### src/tx_dma_pkg.sv
/*
 Shared constants and carrier types of the transmit descriptor DMA.
 Assumes a 32-bit host memory port and an 8-bit Wishbone byte address.
*/
package tx_dma_pkg;

    ////////////////////////////////////////////////////////////////////////////
    // Register byte offsets
    localparam logic [7:0] REG_CTRL = 8'h00;
    localparam logic [7:0] REG_CDA = 8'h04;
    localparam logic [7:0] REG_ETT = 8'h08;
    localparam logic [7:0] REG_EVT = 8'h0C;
    localparam logic [7:0] REG_RESULT = 8'h10;

    // Control register bits and the ETT enable bit
    localparam int CTRL_GO_BIT = 0;
    localparam int CTRL_HALT_BIT = 1;
    localparam int CTRL_RETRY_BIT = 2;
    localparam int CTRL_BUSY_BIT = 3;
    localparam int CTRL_COPY_BIT = 4;
    localparam int CTRL_IDLE_BIT = 5;
    localparam int ETT_EN_BIT = 16;

    // Event bits
    localparam int EVT_QUEUE_EMPTY = 0;
    localparam int EVT_FRAME_DONE = 1;
    localparam int EVT_CHAIN_DONE = 2;
    localparam int EVT_STARVED = 3;

    // Descriptor word 0 and word 1 fields
    localparam int DESC_OWN_BIT = 31;
    localparam int DESC_FINAL_BIT = 16;
    localparam int DESC_IRQ_BIT = 17;
    localparam int DESC_OMIT_BIT = 18;
    localparam int DESC_INDIRECT_BIT = 19;
    localparam int DESC_FORMAT_BIT = 20;
    localparam int FRAG_COUNT_W = 6;

    localparam logic [31:0] WORD_STEP = 32'h0000_0004;
    localparam logic [31:0] PAIR_STEP = 32'h0000_0008;

    ////////////////////////////////////////////////////////////////////////////
    // Types
    typedef enum logic [6:0] {
        S_IDLE = 7'b000_0001,
        S_SCHED = 7'b000_0010,
        S_FETCH = 7'b000_0100,
        S_LIST = 7'b000_1000,
        S_FRAG = 7'b001_0000,
        S_COPY = 7'b010_0000,
        S_POST = 7'b100_0000
    } fsm_t;

    typedef struct packed {
        logic valid;
        logic we;
        logic [31:0] addr;
        logic [31:0] wdata;
    } mem_req_t;

    typedef struct packed {
        logic valid;
        logic [31:0] data;
        logic [2:0] bytes;
    } ram_wr_t;

    typedef struct packed {
        logic start;
        logic [15:0] wire_len;
        logic [15:0] valid_len;
        logic pad;
        logic omit_fcs;
        logic retry;
    } tx_ctl_t;

    typedef struct packed {
        fsm_t fsm;
        logic go;
        logic early_en;
        logic [15:0] ett;
        logic [31:0] cda;
        logic [3:0] evt;
        logic [15:0] result;
        logic wb_ack;
        logic [31:0] wb_dat;
        mem_req_t mem;
        ram_wr_t ram;
        tx_ctl_t tx;
        logic [1:0] idx;
        logic [31:0] tmp0;
        logic [31:0] tmp1;
        logic first;
        logic fin;
        logic wait_requeue;
        logic frag_mode;
        logic frag_fmt;
        logic [5:0] frag_left;
        logic [31:0] list_ptr;
        logic [31:0] buf_addr;
        logic [15:0] buf_len;
        logic [15:0] remaining;
        logic c_active;
        logic c_copied;
        logic c_started;
        logic c_irq;
        logic c_omit;
        logic [31:0] c_desc;
        logic [15:0] c_len;
        logic [15:0] c_loaded;
        logic tx_busy;
        logic s_irq;
        logic [31:0] s_desc;
        logic [15:0] s_len;
        logic done_pend;
        logic [14:0] done_stat;
    } st_t;

    localparam st_t ST_RESET = '{fsm: S_IDLE, default: '0};

endpackage : tx_dma_pkg

### src/ethernet_tx_descriptor_dma.sv
/*
 Transmit descriptor DMA: walks the host descriptor chain, copies frame data
 into the local transmit RAM, starts the transmitter and posts status.
 Assumes word-aligned buffers, a single-beat host memory port and a drain
 unit / MAC on the same clock.
*/
// How it works
// - With queue-go set, read four descriptor dwords at the current descriptor address.
// - Owned descriptor loads next address; otherwise clear queue-go and flag queue-empty.
// - First descriptor length is wire count; copy lesser of remaining and buffer length.
// - Early transmit starts the transmitter once loaded bytes reach the threshold.
// - Copy ends when count exhausted or final bit seen; then start if not started.
// - Short non-final buffer fetches next descriptor, using remaining count, not its length.
// - Final reached with bytes missing: transmit path pads after valid data.
// - Omit-fcs in the last descriptor suppresses the generated CRC.
// - Copy next frame during transmission, wait if done, post then start at once.
// - Transmission ending mid-copy: post at buffer boundary, start if threshold met.
// - Status post writes ownership zero and rewrites the length unchanged.
// - Frame-complete event after transmission when last descriptor requested it.
// - Queue dry raises queue-empty; chain-complete after last transmission, then idle.
// - Fragment mode: indirect bit set, list count first (up to 63), then entries.
// - Fragment copy until length or list exhausted; without early start, wait for copy.
// - Chain-complete once per drained portion, again for appended frames.
// - Halt clears queue-go; begun copies, loaded frames and posts still finish.
// - Host-owned descriptor mid-copy flags queue-empty and waits; never idle mid-copy.
// - Copy reads stall while transmit RAM is full.
// - Starve flags an event, captures result; retry bit resends; DMA keeps running.
`timescale 1ns/1ps
module ethernet_tx_descriptor_dma
    import tx_dma_pkg::*;
(
    input wire logic clk_i,
    input wire logic rst_i,
    input wire logic wb_cyc_i,
    input wire logic wb_stb_i,
    input wire logic wb_we_i,
    input wire logic [7:0] wb_adr_i,
    input wire logic [31:0] wb_dat_i,
    input wire logic [3:0] wb_sel_i,
    output logic wb_ack_o,
    output logic [31:0] wb_dat_o,
    output mem_req_t mem_o,
    input wire logic mem_ack_i,
    input wire logic [31:0] mem_rdata_i,
    output ram_wr_t ram_o,
    input wire logic ram_full_i,
    output tx_ctl_t tx_o,
    input wire logic tx_done_i,
    input wire logic [14:0] tx_status_i,
    input wire logic tx_starved_i,
    input wire logic [15:0] tx_result_i
);

    ////////////////////////////////////////////////////////////////////////////
    // Helpers

    // Bytes a word carries: at most four, bounded by buffer and frame
    function automatic logic [2:0] word_bytes(input logic [15:0] len, input logic [15:0] rem);
        logic [15:0] m;
        m = (len < rem) ? len : rem;
        word_bytes = (m > 16'h0004) ? 3'd4 : m[2:0];
    endfunction : word_bytes

    // Byte-lane merge for Wishbone writes
    function automatic logic [31:0] merge(input logic [31:0] old, input logic [31:0] nw,
                                          input logic [3:0] sel);
        merge = old;
        for (int i = 0; i < 4; i++) begin
            if (sel[i]) begin
                merge[i*8 +: 8] = nw[i*8 +: 8];
            end
        end
    endfunction : merge

    st_t st_reg;
    st_t st_next;

    ////////////////////////////////////////////////////////////////////////////
    // Next-state logic
    always_comb begin
        logic wr;
        logic [3:0] ev_set;
        logic [3:0] ev_clr;
        logic [2:0] nb;
        logic [31:0] ett_word;
        wr = 1'b0;
        ev_set = 4'h0;
        ev_clr = 4'h0;
        nb = 3'd0;
        ett_word = 32'h0000_0000;
        // Every field except ram.valid, tx.start and tx.retry holds unless a branch below changes it
        st_next = st_reg;
        st_next.ram.valid = 1'b0;
        st_next.tx.start = 1'b0;
        st_next.tx.retry = 1'b0;

        // Transmitter results; the pulse is caught even while software reads
        if (tx_done_i && st_reg.tx_busy) begin
            st_next.done_pend = 1'b1;
            st_next.done_stat = tx_status_i;
        end
        if (tx_starved_i) begin
            ev_set[EVT_STARVED] = 1'b1;
            st_next.result = tx_result_i;
        end

        // Start the transmitter; only one frame is on the wire at a time
        if (st_reg.c_active && !st_reg.c_started && !st_reg.tx_busy && !st_reg.done_pend
            && (st_reg.c_copied || (st_reg.early_en && st_reg.c_loaded >= st_reg.ett))) begin
            st_next.tx.start = 1'b1;
            st_next.tx.wire_len = st_reg.c_len;
            st_next.tx_busy = 1'b1;
            st_next.c_started = 1'b1;
            st_next.s_desc = st_reg.c_desc;
            st_next.s_len = st_reg.c_len;
            st_next.s_irq = st_reg.c_irq;
        end

        // Main sequencer
        case (st_reg.fsm)
            // Wait for software to queue frames
            S_IDLE: begin
                if (st_reg.go) begin
                    st_next.fsm = S_SCHED;
                end
            end

            S_SCHED: begin
                if (st_reg.done_pend) begin
                    st_next.fsm = S_POST;
                end else if (st_reg.c_active && !st_reg.c_copied) begin
                    // Mid-frame: keep copying even after halt
                    if (st_reg.frag_mode) begin
                        st_next.fsm = S_FRAG;
                    end else if (st_reg.go || !st_reg.wait_requeue) begin
                        // Only an unowned descriptor parks a begun frame
                        st_next.fsm = S_FETCH;
                        st_next.first = 1'b0;
                    end
                end else if (st_reg.c_active) begin
                    // Loaded frame waits for the wire
                    if (st_reg.c_started) begin
                        st_next.c_active = 1'b0;
                    end
                end else if (st_reg.go) begin
                    st_next.fsm = S_FETCH;
                    st_next.first = 1'b1;
                end else if (!st_reg.tx_busy) begin
                    ev_set[EVT_CHAIN_DONE] = 1'b1;
                    st_next.fsm = S_IDLE;
                end
            end

            // Word 0 decides ownership and word 3 the next address, once word 3 is read
            S_FETCH: begin
                if (!st_reg.mem.valid) begin
                    st_next.mem.valid = 1'b1;
                    st_next.mem.we = 1'b0;
                    st_next.mem.addr = st_reg.cda + {28'h000_0000, st_reg.idx, 2'b00};
                end else if (mem_ack_i) begin
                    st_next.mem.valid = 1'b0;
                    st_next.idx = st_reg.idx + 2'd1;
                    case (st_reg.idx)
                        2'd0: st_next.tmp0 = mem_rdata_i;
                        2'd1: st_next.tmp1 = mem_rdata_i;
                        2'd2: st_next.buf_addr = mem_rdata_i;
                        default: begin
                            if (!st_reg.tmp0[DESC_OWN_BIT]) begin
                                st_next.go = 1'b0;
                                st_next.wait_requeue = 1'b1;
                                ev_set[EVT_QUEUE_EMPTY] = 1'b1;
                                st_next.fsm = S_SCHED;
                            end else begin
                                st_next.cda = mem_rdata_i;
                                st_next.wait_requeue = 1'b0;
                                st_next.fin = st_reg.tmp1[DESC_FINAL_BIT];
                                st_next.c_irq = st_reg.tmp1[DESC_IRQ_BIT];
                                st_next.c_omit = st_reg.tmp1[DESC_OMIT_BIT];
                                st_next.frag_mode = st_reg.tmp1[DESC_INDIRECT_BIT];
                                st_next.frag_fmt = st_reg.tmp1[DESC_FORMAT_BIT];
                                st_next.buf_len = st_reg.tmp1[15:0];
                                st_next.list_ptr = st_reg.buf_addr;
                                st_next.fsm = st_reg.tmp1[DESC_INDIRECT_BIT] ? S_LIST : S_COPY;
                                // Length is read only from the frame's first descriptor
                                if (st_reg.first) begin
                                    st_next.c_desc = st_reg.cda;
                                    st_next.c_len = st_reg.tmp0[15:0];
                                    st_next.remaining = st_reg.tmp0[15:0];
                                    st_next.c_loaded = 16'h0000;
                                    st_next.c_active = 1'b1;
                                    st_next.c_copied = 1'b0;
                                    st_next.c_started = 1'b0;
                                end
                            end
                        end
                    endcase
                end
            end

            S_LIST: begin
                if (!st_reg.mem.valid) begin
                    st_next.mem.valid = 1'b1;
                    st_next.mem.we = 1'b0;
                    st_next.mem.addr = st_reg.list_ptr;
                end else if (mem_ack_i) begin
                    st_next.mem.valid = 1'b0;
                    st_next.idx = 2'd0;
                    st_next.frag_left = mem_rdata_i[FRAG_COUNT_W-1:0];
                    st_next.list_ptr = st_reg.list_ptr + WORD_STEP;
                    st_next.buf_len = 16'h0000;
                    // An empty list completes the frame at once
                    st_next.fsm = (mem_rdata_i[FRAG_COUNT_W-1:0] == 6'd0) ? S_COPY : S_FRAG;
                end
            end

            // Two words per entry, order set by the list format
            S_FRAG: begin
                if (!st_reg.mem.valid) begin
                    st_next.mem.valid = 1'b1;
                    st_next.mem.we = 1'b0;
                    st_next.mem.addr = st_reg.list_ptr + {28'h000_0000, st_reg.idx, 2'b00};
                end else if (mem_ack_i) begin
                    st_next.mem.valid = 1'b0;
                    if (st_reg.idx == 2'd0) begin
                        st_next.tmp0 = mem_rdata_i;
                        st_next.idx = 2'd1;
                    end else begin
                        // List format picks address-first or length-first entries
                        st_next.buf_addr = st_reg.frag_fmt ? mem_rdata_i : st_reg.tmp0;
                        st_next.buf_len = st_reg.frag_fmt ? st_reg.tmp0[15:0] : mem_rdata_i[15:0];
                        st_next.list_ptr = st_reg.list_ptr + PAIR_STEP;
                        st_next.frag_left = st_reg.frag_left - 6'd1;
                        st_next.idx = 2'd0;
                        st_next.fsm = S_COPY;
                    end
                end
            end

            // Reads wait for a free word of RAM
            S_COPY: begin
                if (st_reg.buf_len == 16'h0000 || st_reg.remaining == 16'h0000) begin
                    // Buffer boundary: the sequencer posts status here if due
                    st_next.fsm = S_SCHED;
                    // Exhausted count or last buffer closes the frame
                    if (st_reg.remaining == 16'h0000
                        || (st_reg.frag_mode ? st_reg.frag_left == 6'd0 : st_reg.fin)) begin
                        st_next.c_copied = 1'b1;
                        st_next.tx.valid_len = st_reg.c_loaded;
                        st_next.tx.pad = st_reg.c_loaded < st_reg.c_len;
                        st_next.tx.omit_fcs = st_reg.c_omit;
                        if (st_next.c_started) begin
                            st_next.s_irq = st_reg.c_irq;
                        end
                    end
                end else if (st_reg.mem.valid) begin
                    if (mem_ack_i) begin
                        st_next.mem.valid = 1'b0;
                        nb = word_bytes(st_reg.buf_len, st_reg.remaining);
                        st_next.ram.valid = 1'b1;
                        st_next.ram.data = mem_rdata_i;
                        st_next.ram.bytes = nb;
                        st_next.buf_addr = st_reg.buf_addr + WORD_STEP;
                        st_next.buf_len = st_reg.buf_len - {13'h0000, nb};
                        st_next.remaining = st_reg.remaining - {13'h0000, nb};
                        st_next.c_loaded = st_reg.c_loaded + {13'h0000, nb};
                    end
                end else if (!ram_full_i) begin
                    // No read is issued unless a word of space is free
                    st_next.mem.valid = 1'b1;
                    st_next.mem.we = 1'b0;
                    st_next.mem.addr = st_reg.buf_addr;
                end
            end

            S_POST: begin
                if (!st_reg.mem.valid) begin
                    st_next.mem.valid = 1'b1;
                    st_next.mem.we = 1'b1;
                    st_next.mem.addr = st_reg.s_desc;
                    st_next.mem.wdata = {1'b0, st_reg.done_stat, st_reg.s_len};
                end else if (mem_ack_i) begin
                    st_next.mem.valid = 1'b0;
                    st_next.mem.we = 1'b0;
                    st_next.done_pend = 1'b0;
                    st_next.tx_busy = 1'b0;
                    ev_set[EVT_FRAME_DONE] = st_reg.s_irq;
                    st_next.fsm = S_SCHED;
                end
            end

            default: st_next = ST_RESET;
        endcase

        ////////////////////////////////////////////////////////////////////////
        // Wishbone slave: ack one cycle after the strobe, unmapped reads zero
        st_next.wb_ack = wb_cyc_i & wb_stb_i & ~st_reg.wb_ack;
        // Writes land and read data is latched at the edge that raises ack
        wr = st_next.wb_ack & wb_we_i;
        if (st_next.wb_ack && !wb_we_i) begin
            st_next.wb_dat = 32'h0000_0000;
            case (wb_adr_i)
                REG_CTRL: begin
                    st_next.wb_dat[CTRL_GO_BIT] = st_reg.go;
                    st_next.wb_dat[CTRL_BUSY_BIT] = st_reg.tx_busy;
                    st_next.wb_dat[CTRL_COPY_BIT] = st_reg.c_active;
                    st_next.wb_dat[CTRL_IDLE_BIT] = st_reg.fsm == S_IDLE;
                end
                REG_CDA: st_next.wb_dat = st_reg.cda;
                REG_ETT: begin
                    st_next.wb_dat[15:0] = st_reg.ett;
                    st_next.wb_dat[ETT_EN_BIT] = st_reg.early_en;
                end
                REG_EVT: st_next.wb_dat = {28'h000_0000, st_reg.evt};
                REG_RESULT: st_next.wb_dat = {16'h0000, st_reg.result};
                default: ;
            endcase
        end
        if (wr) begin
            case (wb_adr_i)
                REG_CTRL: begin
                    if (wb_sel_i[0]) begin
                        // Software set beats a same-cycle empty-queue clear
                        if (wb_dat_i[CTRL_GO_BIT]) begin
                            st_next.go = 1'b1;
                            st_next.wait_requeue = 1'b0;
                        end
                        if (wb_dat_i[CTRL_HALT_BIT]) begin
                            st_next.go = 1'b0;
                        end
                        st_next.tx.retry = wb_dat_i[CTRL_RETRY_BIT];
                    end
                end
                REG_CDA: st_next.cda = merge(st_reg.cda, wb_dat_i, wb_sel_i);
                REG_ETT: begin
                    ett_word = merge({15'h0000, st_reg.early_en, st_reg.ett}, wb_dat_i, wb_sel_i);
                    st_next.ett = ett_word[15:0];
                    st_next.early_en = ett_word[ETT_EN_BIT];
                end
                REG_EVT: begin
                    if (wb_sel_i[0]) begin
                        ev_clr = wb_dat_i[3:0];
                    end
                end
                default: ;
            endcase
        end

        // Sticky events: write one to clear, a new event wins
        st_next.evt = (st_reg.evt & ~ev_clr) | ev_set;
    end

    ////////////////////////////////////////////////////////////////////////////
    // State register
    always_ff @(posedge clk_i) begin
        if (rst_i) begin
            st_reg <= ST_RESET;
        end else begin
            st_reg <= st_next;
        end
    end

    // All outputs come straight from the state register
    assign wb_ack_o = st_reg.wb_ack;
    assign wb_dat_o = st_reg.wb_dat;
    assign mem_o = st_reg.mem;
    assign ram_o = st_reg.ram;
    assign tx_o = st_reg.tx;

endmodule : ethernet_tx_descriptor_dma

### config.mk
export PLATFORM = sky130hd
export DESIGN_NAME = ethernet_tx_descriptor_dma
export DESIGN_NICKNAME = d
export VERILOG_FILES = /design/src/tx_dma_pkg.sv /design/src/ethernet_tx_descriptor_dma.sv
export SDC_FILE = /design/constraint.sdc
export NUM_CORES = 1
export LEC_CHECK = 0
export BUFFER_PORTS_ARGS = -buffer_cell sky130_fd_sc_hd__buf_4
export CAP_MARGIN = 20
export CORE_UTILIZATION = 35
export DETAILED_ROUTE_END_ITERATION = 10
export HOLD_SLACK_MARGIN = 0.08
export PLACE_DENSITY = 0.54
export SYNTH_ARGS = -nofsm -noshare
export SYNTH_HDL_FRONTEND = slang
export SYNTH_SLANG_ARGS = --single-unit
### constraint.sdc
create_clock -name clk_i -period 4.65 [get_ports clk_i]
set_clock_uncertainty 0.05 [all_clocks]
set_input_delay 0.2325 -clock clk_i [delete_from_list [all_inputs] [get_ports clk_i]]
set_output_delay 0.2325 -clock clk_i [all_outputs]
set_load 0.01 [all_outputs]
==> impl_metrics.env <==
export IMPL_final_area_sq_um=33400
export IMPL_grt_pass1_vias=25400
export IMPL_period_minus_slack_ps=4210
export IMPL_power_leakage_uw=0.0121
export IMPL_path_max_fanout=5
export IMPL_num_vias=27400
export IMPL_reg2reg_setup_slack_ps=440
export IMPL_critPathKind="flop to flop"
export IMPL_dieArea_sq_um=81400
export IMPL_synth_edf_count=0
export IMPL_nFillCells=7989
export IMPL_clock_fmax_ghz=0.237
export IMPL_ys_types=96
export IMPL_drt_wirelength_per_cell_microns=23.9
export IMPL_place_congestion=0.927
export IMPL_cts_made_buffers=66
export IMPL_hpwlAfterDp_microns=78600
export IMPL_drtIter0Drc=3102
export IMPL_rr_startpoint="st_reg[141]"
export IMPL_fin_cells=4664
export IMPL_placed_cells=4409
export IMPL_synthCells=3464
export IMPL_hold_viol=0
export IMPL_worstHoldPathType="input port to flop"
export IMPL_reg2reg_depth=17
export IMPL_holdWs_ps=127
export IMPL_holdCritStartpoint="mem_ack_i"
export IMPL_finalSetupViolCount=0
export IMPL_rsz0062_at_grt="no"
export IMPL_hold_path_depth=4
export IMPL_slew_viol_final=0
export IMPL_synth_flop_cell="dfxtp_1"
export IMPL_synth_area_sq_um=28100
export IMPL_end_kind="flop"
export IMPL_crit_family="compound AO/OA/AOI/OAI gates"
export IMPL_grt_overflow_total=0
export IMPL_arrival_ps=4660
export IMPL_grt_use_total_pct=26.3
export IMPL_place_area_sq_um=29800
export IMPL_area_growth_pct=18.8
export IMPL_largest_reg_flops=374
export IMPL_slowest_stage="fa_1"
export IMPL_ys_async_sr_fraction_pct=0
export IMPL_post_cts_buffers=0
export IMPL_port_buffers=285
export IMPL_path_buf_inv=2
export IMPL_required_ps=5100
export IMPL_irDropWorstVdd_mv=0.305
export IMPL_clock_path_buffers=3
export IMPL_synth_seq_cells=528
export IMPL_max_cap_viol_count=0
export IMPL_ioPinCount=287
export IMPL_cts_tree="built"
export IMPL_fin_nets=3751
export IMPL_htreeDepth=3
export IMPL_initial_core_util_pct=35.4
export IMPL_tns_ps=0
export IMPL_core_sq_um=79300
export IMPL_relSlewSlack_pct=33.0
export IMPL_rows=103
export IMPL_path_cells="inv_1 -> ha_1 -> a21oi_1 -> nor2b_1 -> a2111oi_0 -> o21ai_0 -> a21oi_2 -> mux2i_2 -> ha_1 -> inv_1 -> fa_1 -> a211oi_2 -> nand2_1 -> nor3_1 -> xnor2_1 -> a221oi_1 -> a211oi_1"
export IMPL_cellPowerDensity_nw_per_um2=423
export IMPL_die_w_microns=285
export IMPL_min_to="mem_o[64]"
export IMPL_synth_yosys_seq_area_share_pct=37.6
export IMPL_grt_first_pass_wirelength_microns=166000
export IMPL_grt_max_degree=90
export IMPL_syn_avg_cell_area_sq_um=8.11
export IMPL_route_antenna_remaining_nets=0
export IMPL_drive_gt1_share_pct=14.4
export IMPL_worstSetupStartpoint="st_reg[141]"
export IMPL_drc=0
export IMPL_clk_pin_slew_worst_paths_ps=60
export IMPL_antenna_found_initial=2
export IMPL_clk_latency_ps=620
export IMPL_syn_nets=3651
export IMPL_wirelength_microns=111000
export IMPL_clock_sinks=528
export IMPL_worst_pin_slew_ps=1000
export IMPL_synth_warnings=0
export IMPL_chipHeight_microns=285
export IMPL_reg2reg_to="st_reg[149]"
export IMPL_status="finished, final reports clean"
export IMPL_startpoint_type="flop"
export IMPL_via_per_inst=5.88
export IMPL_max_stage_delay_ps=420
export IMPL_fin_crit_sh_pct=90.6
export IMPL_dr_pass1_iters=9
export IMPL_cts_root_buf="clkbuf_16"
-- timing repair --
item                                   CTS  global route
endpoints found under the hold margin  200             0
setup endpoints to repair                0            10
hold buffers                           136             0
resized for setup                        0             3
-- worst max path at each step --
stage / to / slack (ps) / depth (start not counted)
5_1_grt: st_reg[142] / 60 / 17
2_1_floorplan: mem_o[59] / 480 / 18
3_5_place_dp: st_reg[149] / 160 / 17
3_3_place_gp: st_reg[147] / 270 / 17
6_report: st_reg[149] / 440 / 17
4_1_cts: st_reg[149] / 160 / 17
-- logic make-up (layout without fill, tap and decap cells) --
family | after synthesis | after routing | share of synthesized area (%)
xor+xnor | 75 | 75 | 2.34
fa+ha+maj | 71 | 71 | 3.27
mux | 62 | 62 | 2.24
flops | 528 | 528 | 37.6
buf+inv | 555 | 703 | 9.93
simple gates | 1077 | 1077 | 18.5
other cells | 1 | 3 | 0.0133
compound gates | 1095 | 1095 | 26.1
-- routing by layer --
layer	GRT usage, %	vias to the layer above	share of wire (%)
met5	0	-	0.0090
met4	13.1	2	5.3
met3	3.79	231	6.7
met2	42.6	1214	47
met1	34.1	13300	41
li1	-	12700	-
-- through the flow --
step                      utilization, %  setup WS (ps)  total power, uW
after floorplan                        -            484             7420
after global placement              37.6            273             8700
after detailed placement            37.6            157             8720
after CTS                           42.1            158            14100
after global routing                42.1           57.0            14700
final                               42.1            437            14100
-- final cells by class --
| class | count | area (sq um) | area share (%) |
|---|---|---|---|
| Multi-Input combinational cell | 2381 | 14900 | 44.5 |
| Sequential cell | 528 | 10600 | 31.7 |
| Timing Repair Buffer | 494 | 4070 | 12.2 |
| Clock buffer | 92 | 1830 | 5.48 |
| Tap cell | 1050 | 1310 | 3.94 |
| Clock inverter | 24 | 377 | 1.13 |
| Inverter | 93 | 349 | 1.05 |
| Antenna cell | 2 | 5.00 | 0.0150 |
-- cells in the mapped netlist (all sizes together), types with 47 or more instances --
cell type	instances	share of area, %
a31oi	57	1.3
buf	218	5.4
a22o	106	3.3
nor3	74	1.4
nand2	271	3.6
mux2i	56	2.0
and3	59	1.3
nand3	139	2.5
ha	67	3.0
o21ai	224	4.0
a21oi	291	5.2
dfxtp	528	38
inv	92	1.2
a22oi	126	3.4
a222oi	47	1.7
nor2	323	4.3
clkbuf	244	3.3
xnor2	51	1.6
-- cells in the final DEF, fill, tap and decap left out, types with 51 or more instances in the layout --
cell type and instances:
inv_1 92, and3_1 59, a21oi_1 288, ha_1 67
nand3_1 139, a22o_1 106, dfxtp_1 528, a22oi_1 126
mux2i_1 55, a31oi_1 57, nor2_1 315, dlygate4sd3_1 136
buf_4 355, nand2_1 270, o21ai_0 215, nor3_1 69
clkbuf_16 66, xnor2_1 51
-- worst min-delay path: stages --
cell      delay [ps]
buf_4            140
o211ai_1         160
a21oi_1          170
nor2_1            50
-- where the power goes --
group | total [uW] | leakage [uW] | internal [uW] | switching [uW]
clock | 5300 | 0.00107 | 3130 | 2180
sequential | 4960 | 0.00426 | 4690 | 270
combinational | 3850 | 0.00674 | 1210 | 2640
(Power assumes the default switching activity.)
